**src/ipw_pkg.sv**
```systemverilog
// Package of constants and types for the interrupt priority and power wake block
// Functional notes
// - Seven priority levels 0..6; level 0 most urgent, level 6 least urgent.
// - Level 6 is main program, level 0 external pin, levels 5..1 software assigned.
// - Each peripheral has a 3-bit code; writing it into level-i field gives level i.
// - Codes: converter 000, timer zero 001, timer one 010, timer two 011, serial 100.
// - Level fields are 3-bit slices 0-2,3-5,6-8,9-11,12-14 over two registers.
// - An enabled request makes the control unit jump to the source's vector.
// - Return resumes at the instruction right after the interrupted one.
// - Any source wakes from wait; only the external pin wakes from halt.
// - Clear-pending with operand j cancels source j's pending request.
// - Clearing own pending request inside its routine drops it to least urgent level.
// - Reset from pin or watchdog restarts the program; internal reset never drives pin.
// - External reset acts at once; the reset pin is high for normal operation.
// - Wait stops execution, clock and peripherals run; interrupt or reset exits.
// - Halt turns off the oscillator, stopping all processing and peripherals.
// - Halt while watchdog enabled is a no-operation.
// - Leaving halt waits 4096 cycles after interrupt, 1000000 after reset.
// - After interrupt wake-up, the external interrupt routine runs first.
// - Masked external interrupt still exits halt but vectors to least urgent routine.
// - At end of each ALU instruction pick most urgent unmasked request; save flags, PC.
// - Mask bit 1 enables a source; masked requests stay pending.
// - Vectors are three-byte entries in program memory locations 3 through 20.
package ipw_pkg;

  // ****************************************************************
  // Register map and field layout
  // ****************************************************************
  localparam logic [7:0] ADDR_PRIO_LOW = 8'h11;
  localparam logic [7:0] ADDR_PRIO_HIGH = 8'h12;
  localparam logic [7:0] ADDR_MASK = 8'h00;
  localparam logic [7:0] PRIO_RESET = 8'h00;
  localparam logic [7:0] MASK_RESET = 8'h00;
  localparam int FIELD_W = 3;
  localparam int NUM_PER = 5;
  localparam int NUM_LEVELS = 5;
  localparam int MASK_EXT_BIT = 0;

  // ****************************************************************
  // Source codes and vector layout
  // ****************************************************************
  localparam logic [2:0] CODE_ADC = 3'h0;
  localparam logic [2:0] CODE_TMR0 = 3'h1;
  localparam logic [2:0] CODE_TMR1 = 3'h2;
  localparam logic [2:0] CODE_TMR2 = 3'h3;
  localparam logic [2:0] CODE_SCI = 3'h4;
  localparam logic [2:0] CODE_EXT = 3'h5;
  localparam logic [7:0] VEC_BASE = 8'h03;
  localparam logic [7:0] VEC_STRIDE = 8'h03;
  localparam logic [2:0] LEVEL_MAIN = 3'h6;

  // ****************************************************************
  // Stabilisation delays
  // ****************************************************************
  localparam int STAB_INT_CYC = 4096;
  localparam int STAB_RST_CYC = 1000000;
  localparam int CNT_W = 20;

  // Power state, one-hot
  typedef enum logic [3:0] {
    PS_RUN = 4'h1,
    PS_WAIT = 4'h2,
    PS_HALT = 4'h4,
    PS_STAB = 4'h8
  } ipw_pstate_t;

endpackage

```
**src/ipw_arbiter.sv**
```systemverilog
// Priority arbiter: maps level fields to sources and picks the most urgent request
`timescale 1ns/100ps
module ipw_arbiter
  import ipw_pkg::*;
(
  // Configuration
  input wire logic [15:0] prio_fields,
  // Requests already gated by mask
  input wire logic [NUM_PER-1:0] req,
  input wire logic ext_req,
  // Result
  output logic found,
  output logic [2:0] code,
  output logic [2:0] level
);

  // Scan from level 5 upward to level 1 so the most urgent hit ends last
  always_comb begin
    logic [2:0] f;
    f = 3'h0;
    found = 1'b0;
    code = 3'h0;
    level = LEVEL_MAIN;
    for (int i = NUM_LEVELS; i >= 1; i--) begin
      f = prio_fields[(i-1)*FIELD_W +: FIELD_W];
      if (f < 3'(NUM_PER) && req[f]) begin
        found = 1'b1;
        code = f;
        level = 3'(i);
      end
    end
    // External pin is fixed at level 0 and beats everything
    if (ext_req) begin
      found = 1'b1;
      code = CODE_EXT;
      level = 3'h0;
    end
  end

endmodule

```
**src/ipw_stab_timer.sv**
```systemverilog
// Oscillator stabilisation down-counter
`timescale 1ns/100ps
module ipw_stab_timer
  import ipw_pkg::*;
(
  // Clock and reset
  input wire logic mclk,
  input wire logic rst,
  // Control
  input wire logic load,
  input wire logic [CNT_W-1:0] load_val,
  // Status
  output logic done
);

  typedef struct packed {
    logic [CNT_W-1:0] cnt;
    logic done;
  } ipw_tmr_t;

  ipw_tmr_t s_r;
  ipw_tmr_t s_nxt;

  // Count down one per clock; done pulses on the last cycle
  always_comb begin
    s_nxt = s_r;
    s_nxt.done = 1'b0;
    if (load) begin
      s_nxt.cnt = load_val;
    end else if (s_r.cnt != '0) begin
      s_nxt.cnt = s_r.cnt - 1'b1;
      if (s_r.cnt == CNT_W'(1)) begin
        s_nxt.done = 1'b1;
      end
    end
  end

  always_ff @(posedge mclk) begin
    if (rst) begin
      s_r <= '0;
    end else begin
      s_r <= s_nxt;
    end
  end

  assign done = s_r.done;

endmodule

```
**src/ipw_top.sv**
```systemverilog
// Interrupt priority arbitration, pending flags and wait/halt power control
`timescale 1ns/100ps
module ipw_top
  import ipw_pkg::*;
#(
  parameter int STAB_INT = STAB_INT_CYC,
  parameter int STAB_RST = STAB_RST_CYC
)
(
  // Clock and resets
  input wire logic mclk,
  input wire logic rst,
  input wire logic reset_pin_n,
  input wire logic wdg_reset,
  input wire logic wdg_enabled,
  // Configuration write port from the control unit
  input wire logic cfg_we,
  input wire logic [7:0] cfg_addr,
  input wire logic [7:0] cfg_wdata,
  // Configuration read port
  input wire logic [7:0] rd_addr,
  output logic [7:0] rd_data,
  // Interrupt sources, one-cycle event pulses
  input wire logic adc_request,
  input wire logic timer_zero_request,
  input wire logic timer_one_request,
  input wire logic timer_two_request,
  input wire logic sci_request,
  input wire logic ext_request,
  // Control unit instruction events
  input wire logic alu_instr_end,
  input wire logic return_instr,
  input wire logic clear_pending_instruction,
  input wire logic [2:0] clear_index,
  input wire logic wait_instr,
  input wire logic halt_instr,
  input wire logic user_global_disable,
  input wire logic user_global_enable,
  input wire logic macro_global_disable,
  input wire logic macro_global_enable,
  // Vectoring to the control unit
  output logic take_irq,
  output logic [7:0] vector_addr,
  output logic [2:0] active_level,
  output logic save_context,
  output logic restore_context,
  // Power and reset control
  output logic cpu_run,
  output logic osc_enable,
  output logic periph_enable,
  output logic program_restart,
  output logic [3:0] power_state
);

  // Elaboration check: both delays must fit the stabilisation counter
  if (STAB_INT < 1 || STAB_RST < 1 || STAB_RST >= (1 << CNT_W) ||
      STAB_INT >= (1 << CNT_W)) begin : g_stab_range
    $error("stabilisation counts out of range");
  end

  // ****************************************************************
  // State
  // ****************************************************************
  typedef struct packed {
    logic [7:0] prio_lo;
    logic [7:0] prio_hi;
    logic [7:0] mask;
    logic [NUM_PER:0] pend;
    logic user_gie;
    logic macro_gie;
    logic [2:0] cur_level;
    logic [2:0] cur_code;
    // Eight frames; deeper nesting wraps, which software must not allow
    logic [7:0][5:0] stack;
    logic [2:0] sp;
    ipw_pstate_t pst;
    logic halt_by_ext;
    logic take_irq;
    logic [7:0] vector_addr;
    logic save_context;
    logic restore_context;
    logic program_restart;
    logic [7:0] rd_data;
    logic cpu_run;
    logic osc_en;
    logic periph_en;
  } ipw_state_t;

  ipw_state_t s_r;
  ipw_state_t s_nxt;

  // Vector address of a source code: three bytes per entry from location 3
  function automatic logic [7:0] vec_of(input logic [2:0] c);
    logic [7:0] p;
    p = 8'(c) * VEC_STRIDE;
    return VEC_BASE + p;
  endfunction

  // Least urgent level holding a real source code, as {level, code}
  function automatic logic [5:0] least_src(input logic [15:0] f);
    logic [2:0] c;
    // All fields unassigned is a setup fault; the converter is the fallback
    least_src = {3'(NUM_LEVELS), CODE_ADC};
    for (int i = 1; i <= NUM_LEVELS; i++) begin
      c = f[(i-1)*FIELD_W +: FIELD_W];
      if (c < 3'(NUM_PER)) begin
        least_src = {3'(i), c};
      end
    end
  endfunction

  // ****************************************************************
  // Arbitration and stabilisation timer
  // ****************************************************************
  logic [NUM_PER-1:0] per_req;
  logic ext_gated;
  logic arb_found;
  logic [2:0] arb_code;
  logic [2:0] arb_level;
  logic tmr_load;
  logic [CNT_W-1:0] tmr_val;
  logic tmr_done;
  logic ext_rst;
  logic halt_rst;

  // Masked requests stay in the pending set and simply do not compete
  assign per_req = s_r.pend[NUM_PER-1:0] & s_r.mask[NUM_PER:1];
  assign ext_gated = s_r.pend[NUM_PER] & s_r.mask[MASK_EXT_BIT];
  // Pin reset is asynchronous in the real part; here it joins rst without a stage
  assign ext_rst = ~reset_pin_n;
  // Pin or watchdog reset caught in halt or stabilisation waits the long delay
  assign halt_rst = ~rst & (ext_rst | wdg_reset) &
    ((s_r.pst == PS_HALT) | (s_r.pst == PS_STAB));

  ipw_arbiter u_arb (
    .prio_fields({s_r.prio_hi, s_r.prio_lo}),
    .req(per_req),
    .ext_req(ext_gated),
    .found(arb_found),
    .code(arb_code),
    .level(arb_level)
  );

  ipw_stab_timer u_tmr (
    .mclk(mclk),
    .rst(rst),
    .load(tmr_load),
    .load_val(tmr_val),
    .done(tmr_done)
  );

  // ****************************************************************
  // Next-state logic
  // ****************************************************************
  always_comb begin
    logic [NUM_PER:0] ev;
    logic gie;
    logic grant;
    logic do_take;
    logic [5:0] low_pick;
    s_nxt = s_r;
    s_nxt.take_irq = 1'b0;
    s_nxt.save_context = 1'b0;
    s_nxt.restore_context = 1'b0;
    s_nxt.program_restart = 1'b0;
    tmr_load = 1'b0;
    tmr_val = CNT_W'(STAB_INT);
    ev = {ext_request, sci_request, timer_two_request, timer_one_request,
          timer_zero_request, adc_request};
    gie = s_r.user_gie & s_r.macro_gie;
    // A request may preempt only a strictly less urgent running level
    grant = gie && arb_found && (arb_level < s_r.cur_level);
    do_take = 1'b0;
    low_pick = least_src({s_r.prio_hi, s_r.prio_lo});

    // Configuration writes; a new priority map takes effect at next arbitration
    if (cfg_we) begin
      case (cfg_addr)
        ADDR_PRIO_LOW: s_nxt.prio_lo = cfg_wdata;
        ADDR_PRIO_HIGH: s_nxt.prio_hi = cfg_wdata;
        ADDR_MASK: s_nxt.mask = cfg_wdata;
        default: ;
      endcase
    end
    if (user_global_disable) s_nxt.user_gie = 1'b0;
    if (user_global_enable) s_nxt.user_gie = 1'b1;
    if (macro_global_disable) s_nxt.macro_gie = 1'b0;
    if (macro_global_enable) s_nxt.macro_gie = 1'b1;

    // Clear-pending by index; an event in the same cycle wins
    if (clear_pending_instruction && clear_index < 3'(NUM_PER)) begin
      s_nxt.pend[clear_index] = 1'b0;
      // Clearing own request drops the running routine to least urgent
      if (clear_index == s_r.cur_code && s_r.cur_level != LEVEL_MAIN) begin
        s_nxt.cur_level = LEVEL_MAIN;
      end
    end
    // Halt freezes peripherals, so only the pin can raise a request there
    if (s_r.pst == PS_HALT) begin
      s_nxt.pend[NUM_PER] = s_nxt.pend[NUM_PER] | ev[NUM_PER];
    end else begin
      s_nxt.pend = s_nxt.pend | ev;
    end

    // Return pops the interrupted level; execution resumes after the break point
    if (return_instr && s_r.sp != 3'h0) begin
      s_nxt.sp = s_r.sp - 3'h1;
      s_nxt.cur_level = s_r.stack[s_r.sp - 3'h1][5:3];
      s_nxt.cur_code = s_r.stack[s_r.sp - 3'h1][2:0];
      s_nxt.restore_context = 1'b1;
    end

    case (s_r.pst)
      PS_RUN: begin
        // Arbitrate only at instruction end; a take outranks a power instruction
        if (alu_instr_end && grant) begin
          do_take = 1'b1;
        end else if (wait_instr) begin
          s_nxt.pst = PS_WAIT;
        end else if (halt_instr && !wdg_enabled) begin
          s_nxt.pst = PS_HALT;
        end
      end
      PS_WAIT: begin
        // The core is stopped, so a winning request vectors at once
        if (grant) begin
          do_take = 1'b1;
          s_nxt.pst = PS_RUN;
        end else if (s_r.pend != '0) begin
          // Any other pending source, masked or outranked, still wakes
          s_nxt.pst = PS_RUN;
        end
      end
      PS_HALT: begin
        if (s_r.pend[NUM_PER]) begin
          s_nxt.pst = PS_STAB;
          s_nxt.halt_by_ext = 1'b1;
          tmr_load = 1'b1;
          tmr_val = CNT_W'(STAB_INT);
        end
      end
      PS_STAB: begin
        if (tmr_done) begin
          s_nxt.pst = PS_RUN;
          if (s_r.halt_by_ext) begin
            s_nxt.halt_by_ext = 1'b0;
            s_nxt.take_irq = 1'b1;
            s_nxt.save_context = 1'b1;
            s_nxt.stack[s_r.sp] = {s_r.cur_level, s_r.cur_code};
            s_nxt.sp = s_r.sp + 3'h1;
            if (s_r.mask[MASK_EXT_BIT]) begin
              s_nxt.vector_addr = vec_of(CODE_EXT);
              s_nxt.cur_level = 3'h0;
              s_nxt.cur_code = CODE_EXT;
              s_nxt.pend[NUM_PER] = ev[NUM_PER];
            end else begin
              // Masked pin still wakes; the least urgent assigned routine runs
              s_nxt.vector_addr = vec_of(low_pick[2:0]);
              s_nxt.cur_level = low_pick[5:3];
              s_nxt.cur_code = low_pick[2:0];
            end
          end else begin
            s_nxt.program_restart = 1'b1;
          end
        end
      end
      default: s_nxt.pst = PS_RUN;
    endcase

    // Vector to the winner: push the running level, consume its request
    if (do_take) begin
      s_nxt.take_irq = 1'b1;
      s_nxt.save_context = 1'b1;
      s_nxt.vector_addr = vec_of(arb_code);
      s_nxt.stack[s_r.sp] = {s_r.cur_level, s_r.cur_code};
      s_nxt.sp = s_r.sp + 3'h1;
      s_nxt.cur_level = arb_level;
      s_nxt.cur_code = arb_code;
      // A fresh event of the same source in this cycle stays pending
      s_nxt.pend[arb_code] = ev[arb_code];
    end

    // Reset out of halt restarts the oscillator and counts the long delay
    if (halt_rst) begin
      tmr_load = 1'b1;
      tmr_val = CNT_W'(STAB_RST);
    end

    // Register readback
    case (rd_addr)
      ADDR_PRIO_LOW: s_nxt.rd_data = s_r.prio_lo;
      ADDR_PRIO_HIGH: s_nxt.rd_data = s_r.prio_hi;
      ADDR_MASK: s_nxt.rd_data = s_r.mask;
      default: s_nxt.rd_data = 8'h00;
    endcase

    // Power decode is registered so the pins never glitch on a state change
    s_nxt.cpu_run = (s_nxt.pst == PS_RUN);
    s_nxt.osc_en = (s_nxt.pst != PS_HALT);
    s_nxt.periph_en = (s_nxt.pst == PS_RUN) || (s_nxt.pst == PS_WAIT);
  end

  // ****************************************************************
  // Registers
  // ****************************************************************
  // Every reset source reloads the bank; a pin or watchdog one caught in halt or stabilisation goes to stabilisation
  always_ff @(posedge mclk) begin
    if (rst || ext_rst || wdg_reset) begin
      s_r <= '0;
      s_r.prio_lo <= PRIO_RESET;
      s_r.prio_hi <= PRIO_RESET;
      s_r.mask <= MASK_RESET;
      s_r.user_gie <= 1'b1;
      s_r.macro_gie <= 1'b1;
      s_r.cur_level <= LEVEL_MAIN;
      s_r.pst <= halt_rst ? PS_STAB : PS_RUN;
      s_r.program_restart <= ~halt_rst;
      // Outputs come up as in run unless the reset caught the core in halt or stabilisation
      s_r.cpu_run <= ~halt_rst;
      s_r.osc_en <= 1'b1;
      s_r.periph_en <= ~halt_rst;
    end else begin
      s_r <= s_nxt;
    end
  end

  // ****************************************************************
  // Outputs
  // ****************************************************************
  assign rd_data = s_r.rd_data;
  assign take_irq = s_r.take_irq;
  assign vector_addr = s_r.vector_addr;
  assign active_level = s_r.cur_level;
  assign save_context = s_r.save_context;
  assign restore_context = s_r.restore_context;
  assign cpu_run = s_r.cpu_run;
  assign osc_enable = s_r.osc_en;
  assign periph_enable = s_r.periph_en;
  assign program_restart = s_r.program_restart;
  assign power_state = s_r.pst;

endmodule

```
**config.mk**
```make
export PLATFORM = sky130hd
export DESIGN_NAME = ipw_top
export DESIGN_NICKNAME = d
export VERILOG_FILES = /design/src/ipw_pkg.sv /design/src/ipw_arbiter.sv /design/src/ipw_stab_timer.sv /design/src/ipw_top.sv
export SDC_FILE = /design/constraint.sdc
export NUM_CORES = 1
export LEC_CHECK = 0
export BUFFER_PORTS_ARGS = -buffer_cell sky130_fd_sc_hd__buf_2
export CAP_MARGIN = 20
export CORE_MARGIN = 5
export CORE_UTILIZATION = 30
export DETAILED_ROUTE_END_ITERATION = 10
export PLACE_DENSITY = 0.57
export SYNTH_ARGS = -nofsm -noshare
export SYNTH_HDL_FRONTEND = slang
export SYNTH_SLANG_ARGS = --single-unit
```
**constraint.sdc**
```tcl
create_clock -name mclk -period 3.8 [get_ports mclk]
set_input_delay 0.57 -clock mclk [delete_from_list [all_inputs] [get_ports mclk]]
set_output_delay 0.57 -clock mclk [all_outputs]
set_load 0.005 [all_outputs]
```
==> results of run 1 <==
==> critical path: stages (launching register included) <==
cell       delay, ns
dfxtp_1         0.33
nand2_1         0.13
mux4_2          0.53
o21a_1          0.21
or2b_1          0.23
a31oi_1         0.15
ha_1            0.31
nand2_1         0.08
nor2_1          0.08
o2bb2ai_1       0.18
a31oi_4         0.23
a21oi_2         0.10
buf_4           0.19
or4_4           0.52
mux2i_1         0.16
==> layout make-up <==
type | instances | area (sq um)
repair buffers | 112 | 656
well taps | 324 | 405
multi-input cells | 609 | 4210
flip-flops and latches | 134 | 2680
fillers | 2458 | 15500
clock buffers | 18 | 439
inverters | 27 | 101
clock inverters | 14 | 135
==> final timing paths <==
| path | from | to |
|---|---|---|
| worst max-delay path | s_r[87] | s_r[42] |
| worst max register to register | s_r[87] | s_r[42] |
| worst min-delay path | macro_global_enable | s_r[85] |
| worst min register to register | vector_addr[0] | vector_addr[0] |
==> registers in the layout, indices dropped and copies added, names as in the netlist, 3 cells and up <==
register      flops
s_r              87
rd_data           8
active_level      3
power_state       4
vector_addr       5
u_tmr.s_r        20
==> stage by stage <==
| stage | instance area (sq um) | instances | total power [mW] | hold slack (ns) | setup slack (ns) |
|---|---|---|---|---|---|
| 2_1_floorplan | 7350 | 839 | 2.06 | 0.430 | 0.534 |
| 3_3_place_gp | 8030 | 1206 | 2.19 | 0.442 | 0.210 |
| 3_5_place_dp | 8030 | 1206 | 2.20 | 0.446 | 0.155 |
| 4_1_cts | 8600 | 1238 | 3.81 | 0.323 | 0.148 |
| 5_1_grt | 8630 | 1238 | 3.98 | 0.339 | 0.00215 |
| 6_report | 8630 | 1238 | 3.77 | 0.337 | 0.236 |
==> synthesized netlist by cell type (16+ instances only) <==
cell type	n
dfxtp_1	134
nand2_1	99
nor2_1	87
mux2i_1	81
a21oi_1	38
clkbuf_1	33
inv_1	27
o21ai_0	27
buf_4	24
nand3_1	18
ha_1	17
nor3_1	16
==> where the power goes <==
part / internal [mW] / switching [mW] / leakage, nW / total, mW
registers: 1.49 / 0.0789 / 1.08 / 1.57
logic: 0.274 / 0.322 / 2.31 / 0.596
clock network: 0.885 / 0.722 / 0.282 / 1.61
==> logic make-up after synthesis <==
family,count (synthesis),share of synthesized area
and+or+nand+nor,309,0.203
DFF,134,0.365
other,1,0.000511
AOI/OAI and AO/OA,161,0.153
buffers and inverters,96,0.0667
xor gates and xnor gates,23,0.0274
muxes,96,0.155
adders and majority gates,17,0.0290
==> routing by layer <==
layer,track usage,up-vias
met5,0,-
met4,0.0502,0
met3,0.0318,32
met2,0.252,164
met1,0.203,2953
li1,-,3132
==> impl_metrics.ini, run 1 <==
[clock_network]
cts_buffers = 17
clk_path_buf_depth = 2
cts_tree = done
clkTransAtPathRegs_ns = 0.06
root_buffer = clkbuf_16
clkLatencyLatePin_ns = 0.43
cts.sinks = 134
cts_setup_buffers = 0
cts_resized = 0
htreeDepth = 4
hold_buffers = 0

[floorplan]
rows = 57
start_util = 0.304
core_area_sq_um = 24200
dieArea_sq_um = 27700
die_h_um = 166
fp.dieW_um = 166
ios = 78

[final_layout]
fin_nets = 966
drive_above_1_share = 0.196
syn_to_final_growth_pct = 17.6
diodes = 0
mostFrequentLayoutCell = dfxtp_1
final_cell_mix = 133 x dfxtp_1, 99 x nand2_1, 87 x nor2_1
postLayoutCoreUtil = 0.357

[logic_synthesis]
synth_cells = 837
syn_area_sq_um = 7340
synthTopCellsByArea = dfxtp_1 37%, mux2i_1 11%, nand2_1 5.1%
synth_edf_count = 0
syn_area_per_cell_sq_um = 8.77
synth_largest_area_cell = dfxtp_1
synth_cell_types = 71
synth_top_area_share = 0.365
ys_seq_elements = 134
synth_top_flop_cell = dfxtp_1
yosys_warnings = 0
async_flop_share = 0
seq_area_frac_synth = 0.365

[route]
wl_met2_mm = 9.99
ant_nets = 0
routed_wl_mm = 21.3
drc = 0
vias = 6281
wl_met1_mm = 9.87
routedWlPerCell_um = 17.2
dr.pass1.iters = 7
avgViaCountPerCell = 5.07
highest_layer = met4
dr_wl_met3_um = 975
drtIter0Drc = 433

[min_path]
hold_class = primary input to flip-flop
holdPathStages = 3

[flow_run]
drv_cap = 0

[timing]
hold_violations = 0
finalSetupViolations = 0
period_needed_ns = 3.56
relSlewSlack = 0.423
timing.fmax_mhz = 281
slew_violations = 0
setup_tns_ns = 0
worst-slew-pin-transition_ns = 0.857
rsz0062_at_grt = false
clock_skew_ns = 0.0142
timing.final.crit_share = 0.938

[power_and_ir_drop]
ir_worst_vdd_mv = 0.204
cellPowerDensity_nw_per_um2 = 437
p_leak_nw = 3.67

[worst_setup_path]
reg2reg_depth = 14
crit_type = flip-flop to flip-flop
endpoint_kind = flip-flop
cp_max_fo = 9
crit_required_ns = 4.09
start_kind = flip-flop
regToRegSetupSlack_ns = 0.24
worst-endpoint-arrival_ns = 3.85

[global_route]
grt_pass1_vias = 6154
grt_overflow = 0
grt_first_pass_wirelength_mm = 34.4
grtUsageTotal = 0.154
grt_start_max_net_pins = 47
antenna_found_initial = 0

[placed_design]
dp_hpwl_mm = 16.0
place.gp.congestion = 0.938
io_buffer_count = 74

[run_status]
status = finished clean
(Power assumes the default switching activity.)
==> inputs of run 2 (changes only) <==
CORE_ASPECT_RATIO = 1.2   (was default)
CORE_MARGIN = default   (was 5)
==> run 2 against run 1 <==
Maximum frequency grew 0.77%; worst hold slack got worse by 0.020 ns; worst setup slack gained 0.027 ns; power up 2.2%; global-route usage is 1.7 points higher; critical path type unchanged.
==> impl_metrics.ini, run 2 (same netlist as run 1, synthesis figures left out) <==
[floorplan]
fp.dieW_um = 145
die_h_um = 173
ios = 78
start_util = 0.306
rows = 62
core_area_sq_um = 24000
dieArea_sq_um = 25100

[final_layout]
syn_to_final_growth_pct = 17.6
top_register = s_r
drive_above_1_share = 0.189
final_cell_mix = 134 x dfxtp_1, 99 x nand2_1, 87 x nor2_1
stdcell_count = 1235
largest_reg_flops = 87
nFillCells = 2474
mostFrequentLayoutCell = dfxtp_1
fin_nets = 964

[placed_design]
dp_hpwl_mm = 15.0
io_buffer_count = 74
place.gp.congestion = 0.935
dp_cells = 1200

[power_and_ir_drop]
internal-power_mw = 2.77
cellPowerDensity_nw_per_um2 = 447
ir_worst_vdd_mv = 0.247
switching_power_mw = 1.09
p_leak_nw = 3.67
p_comb_frac = 0.153
seq_power_share = 0.408
pwr-share-clk = 0.439
swShare = 0.283

[timing]
slew_violations = 0
setup_tns_ns = 0
worst-slew-pin-transition_ns = 0.912
timing.fmax_mhz = 283
timing.final.crit_share = 0.931
finalSetupViolations = 0
clock_skew_ns = 0.0103
finalHoldWorstSlack_ns = 0.318
rsz0062_at_grt = false
hold_violations = 0
relSlewSlack = 0.387
period_needed_ns = 3.54

[worst_setup_path]
path_cells = nand2_1 > mux4_2 > o21a_1 > or2b_1 > a31oi_1 > ha_1 > a211oi_1 > o211a_1 > a21oi_4 > or3_1 > mux2i_1
cp_max_fo = 9
endpoint_kind = flip-flop
crit_required_ns = 4.10
crit_slowest_cell = or3_1
cp_top_family = compound AO/OA/AOI/OAI gates
start_kind = flip-flop
timing.critical_path.slowest_cell_delay_ns = 0.56
path_buf_inv = 0
worst-endpoint-arrival_ns = 3.84
crit_type = flip-flop to flip-flop

[clock_network]
htreeDepth = 4
hold_buffers = 0
root_buffer = clkbuf_16
cts.sinks = 134
clk_path_buf_depth = 2
clkLatencyLatePin_ns = 0.43
clkTransAtPathRegs_ns = 0.07
cts_tree = done
cts_buffers = 17

[global_route]
grt_start_max_net_pins = 52
grtUsageTotal = 0.171
grt_overflow = 0
grt_first_pass_wirelength_mm = 33.1
antenna_found_initial = 6
grt_pass1_vias = 6222

[route]
routed_wl_mm = 20.4
ant_nets = 0
drtIter0Drc = 376
routedWlPerCell_um = 16.6
drc = 0
dr.pass1.iters = 5
vias = 6397
avgViaCountPerCell = 5.18

[run_status]
status = finished clean

[flow_run]
drv_cap = 0

[min_path]
hold_class = primary input to flip-flop
-- run 2: cell count changes in the layout (fill, tap and decap cells not counted), moves of 2 or more --
cell,before,now
buf_4,38,36
bufinv_16,0,2
diode_2,0,3
inv_6,4,6
inv_8,4,0
or3_1,4,6
or3_4,3,1
-- run 2: worst paths after layout --
kind | cells after the start | endpoint | slack, ns | startpoint
setup reg to reg | 11 | s_r[76] | 0.26 | s_r[89]
setup / recovery | 11 | s_r[76] | 0.26 | s_r[89]
hold / removal | 3 | s_r[85] | 0.32 | macro_global_enable
hold reg to reg | 2 | vector_addr[0] | 0.45 | vector_addr[0]
-- run 2: routing by layer --
| metal | wire (um) | track usage | part of all wire | up-vias |
|---|---|---|---|---|
| li1 | - | - | - | 3134 |
| met1 | 8800 | 0.206 | 0.43 | 3026 |
| met2 | 9820 | 0.282 | 0.48 | 174 |
| met3 | 1040 | 0.0390 | 0.051 | 57 |
| met4 | 748 | 0.0846 | 0.037 | 6 |
| met5 | 38 | 0 | 0.0019 | - |
-- run 2: through the flow --
stage | util | area [sq um] | setup WS (ns) | total power, mW
after CTS | 0.359 | 8610 | 0.187 | 3.89
after floorplan | - | 7350 | 0.534 | 2.06
after global placement | 0.334 | 8010 | 0.288 | 2.18
after detailed placement | 0.334 | 8010 | 0.212 | 2.19
after global routing | 0.360 | 8630 | 0.0123 | 4.05
final | 0.360 | 8630 | 0.263 | 3.86
-- run 2: layout make-up --
type	instances	area, sq um	share of cell area
Multi-Input combinational cell	609	4200	0.486
Inverter	27	101	0.0117
Clock buffer	18	439	0.0509
Sequential cell	134	2680	0.311
Timing Repair Buffer	110	641	0.0742
Antenna cell	3	7.51	0.000870
Tap cell	320	400	0.0464
Clock inverter	14	164	0.0190
-- run 2: what timing repair did --
action / in CTS / in global routing
resized for setup: 0 / 3
setup endpoints to repair: 0 / 16
setup buffers: 0 / 0
-- run 2: tightest hold or removal path: stages --
cell and delay [ns]:
buf_2 0.07, a21oi_1 0.03, nand2_1 0.05
-- run 2: power by group through the flow --
stage	combinational, mW	sequential, mW	clock (mW)
after floorplan	0.479	1.58	0
after global placement	0.578	1.60	0
after detailed placement	0.590	1.60	0
after CTS	0.595	1.57	1.72
after global routing	0.689	1.59	1.78
final	0.591	1.57	1.69
==> inputs of run 3 (changes only) <==
RECOVER_POWER = 50   (was default)
==> run 3 against run 2 <==
Die area is the same; via count shrank 0.64%; clock power is essentially flat; global-route usage is the same; utilization shrank 0.14 points; worst setup slack lost 0.0045 ns; power is essentially flat; critical endpoint is now s_r[77]; largest cell class unchanged.
==> impl_metrics.ini, run 3 (same netlist as run 1, synthesis figures left out) <==
[final_layout]
drive_above_1_share = 0.168
stdcell_count = 1235
syn_to_final_growth_pct = 17.2
seq_area_sq_um = 2680
final_cell_mix = 134 x dfxtp_1, 99 x nand2_1, 87 x nor2_1
top_register = s_r
postLayoutCellArea_sq_um = 8600
multi_input_area_sq_um = 4190
fin_nets = 964
largest_reg_flops = 87
nFillCells = 2489
mostFrequentLayoutCell = dfxtp_1

[route]
routed_wl_mm = 20.4
vias = 6356
drtIter0Drc = 359
drc = 0
routedWlPerCell_um = 16.5
avgViaCountPerCell = 5.15
dr.pass1.iters = 6
ant_nets = 0

[timing]
rsz0062_at_grt = false
relSlewSlack = 0.258
timing.final.crit_share = 0.932
setup_tns_ns = 0
hold_violations = 0
timing.fmax_mhz = 282
period_needed_ns = 3.54
worst-slew-pin-transition_ns = 1.10
clock_skew_ns = 0.0109
slew_violations = 0
finalSetupViolations = 0

[power_and_ir_drop]
p_leak_nw = 3.59
cellPowerDensity_nw_per_um2 = 448
ir_worst_vdd_mv = 0.247

[global_route]
grtUsageTotal = 0.171
antenna_found_initial = 6
grt_pass1_vias = 6222
use_met3 = 0.0390
grt_overflow = 0
use_met1 = 0.206
grt_start_max_net_pins = 52
use_met2 = 0.282
grt-busiest-layer = met2
grt_first_pass_wirelength_mm = 33.1

[worst_setup_path]
path_cells = nand2_1 > mux4_2 > o21a_1 > or2b_1 > a31oi_1 > ha_1 > a211oi_1 > o211a_1 > a21oi_4 > or3_1 > mux2i_1
crit_required_ns = 4.10
endpoint_kind = flip-flop
start_kind = flip-flop
cp_max_fo = 9
worst-endpoint-arrival_ns = 3.85
timing.critical_path.slowest_cell_delay_ns = 0.57
crit_type = flip-flop to flip-flop
crit_slowest_cell = or3_1

[floorplan]
rows = 62
die_h_um = 173
core_area_sq_um = 24000
dieArea_sq_um = 25100
fp.dieW_um = 145
start_util = 0.306
ios = 78

[clock_network]
htreeDepth = 4
clkTransAtPathRegs_ns = 0.07
cts.sinks = 134
root_buffer = clkbuf_16
clkLatencyLatePin_ns = 0.43
cts_setup_buffers = 0
cts_buffers = 17
cts_tree = done
clk_path_buf_depth = 2

[flow_run]
drv_cap = 0

[placed_design]
place_area_sq_um = 8010
dp_cells = 1200
dp_hpwl_mm = 15.0
place.gp.congestion = 0.935
io_buffer_count = 74

[min_path]
hold_class = primary input to flip-flop

[run_status]
status = finished clean
==> run 3: cell count changes in the layout (fill, tap and decap cells not counted), sizes merged <==
cell	change
buf	-18
clkbuf	+18
==> run 3: path summary, 6_finish.rpt <==
kind                  startpoint  cells after the start              to  slack (ns)
max                      s_r[89]                     11         s_r[77]        0.26
min          macro_global_enable                      3         s_r[85]        0.32
max reg2reg              s_r[89]                     11         s_r[77]        0.26
min reg2reg       vector_addr[0]                      2  vector_addr[0]        0.46
==> run 3: metal layers <==
layer / up-vias / routed length [um]
met2: 162 / 9800
met3: 61 / 1040
met1: 3001 / 8780
li1: 3126 / -
met4: 6 / 763
met5: - / 38
==> run 3: metrics by stage <==
stage / hold WS, ns / power [mW] / util / worst slack (ns)
after detailed placement: 0.448 / 2.19 / 0.334 / 0.212
after floorplan: 0.430 / 2.06 / - / 0.534
final: 0.318 / 3.85 / 0.359 / 0.259
after CTS: 0.307 / 3.89 / 0.359 / 0.187
after global placement: 0.441 / 2.18 / 0.334 / 0.288
after global routing: 0.334 / 4.05 / 0.359 / 0.0123
==> run 3: cell type report <==
class,instances,share of cell area
antenna,3,0.000873
multi-input combinational,609,0.487
timing repair buffer,110,0.0713
inverter,27,0.0118
tap,320,0.0466
clock buffer,18,0.0511
clock inverter,14,0.0191
sequential,134,0.312
==> run 3: worst max-delay path: cells and delay by family (launching register included) <==
| family | cells | cell delay [ns] |
|---|---|---|
| AND/OR/NAND/NOR | 3 | 0.94 |
| AO/OA/AOI/OAI | 5 | 1.15 |
| flip-flops | 1 | 0.42 |
| multiplexers | 2 | 0.69 |
| adder cells (fa/ha/maj) | 1 | 0.21 |
==> run 3: power breakdown <==
group          total [mW]  switching, mW  internal, mW
registers            1.57         0.0804          1.49
logic               0.591          0.317         0.273
clock network        1.69          0.692          1.00
total                3.85           1.09          2.76
==> run 3: what timing repair did <==
item / in CTS / in global routing
endpoints found under the setup margin: 0 / 16
hold buffers: 0 / 0
resized for setup: 0 / 3
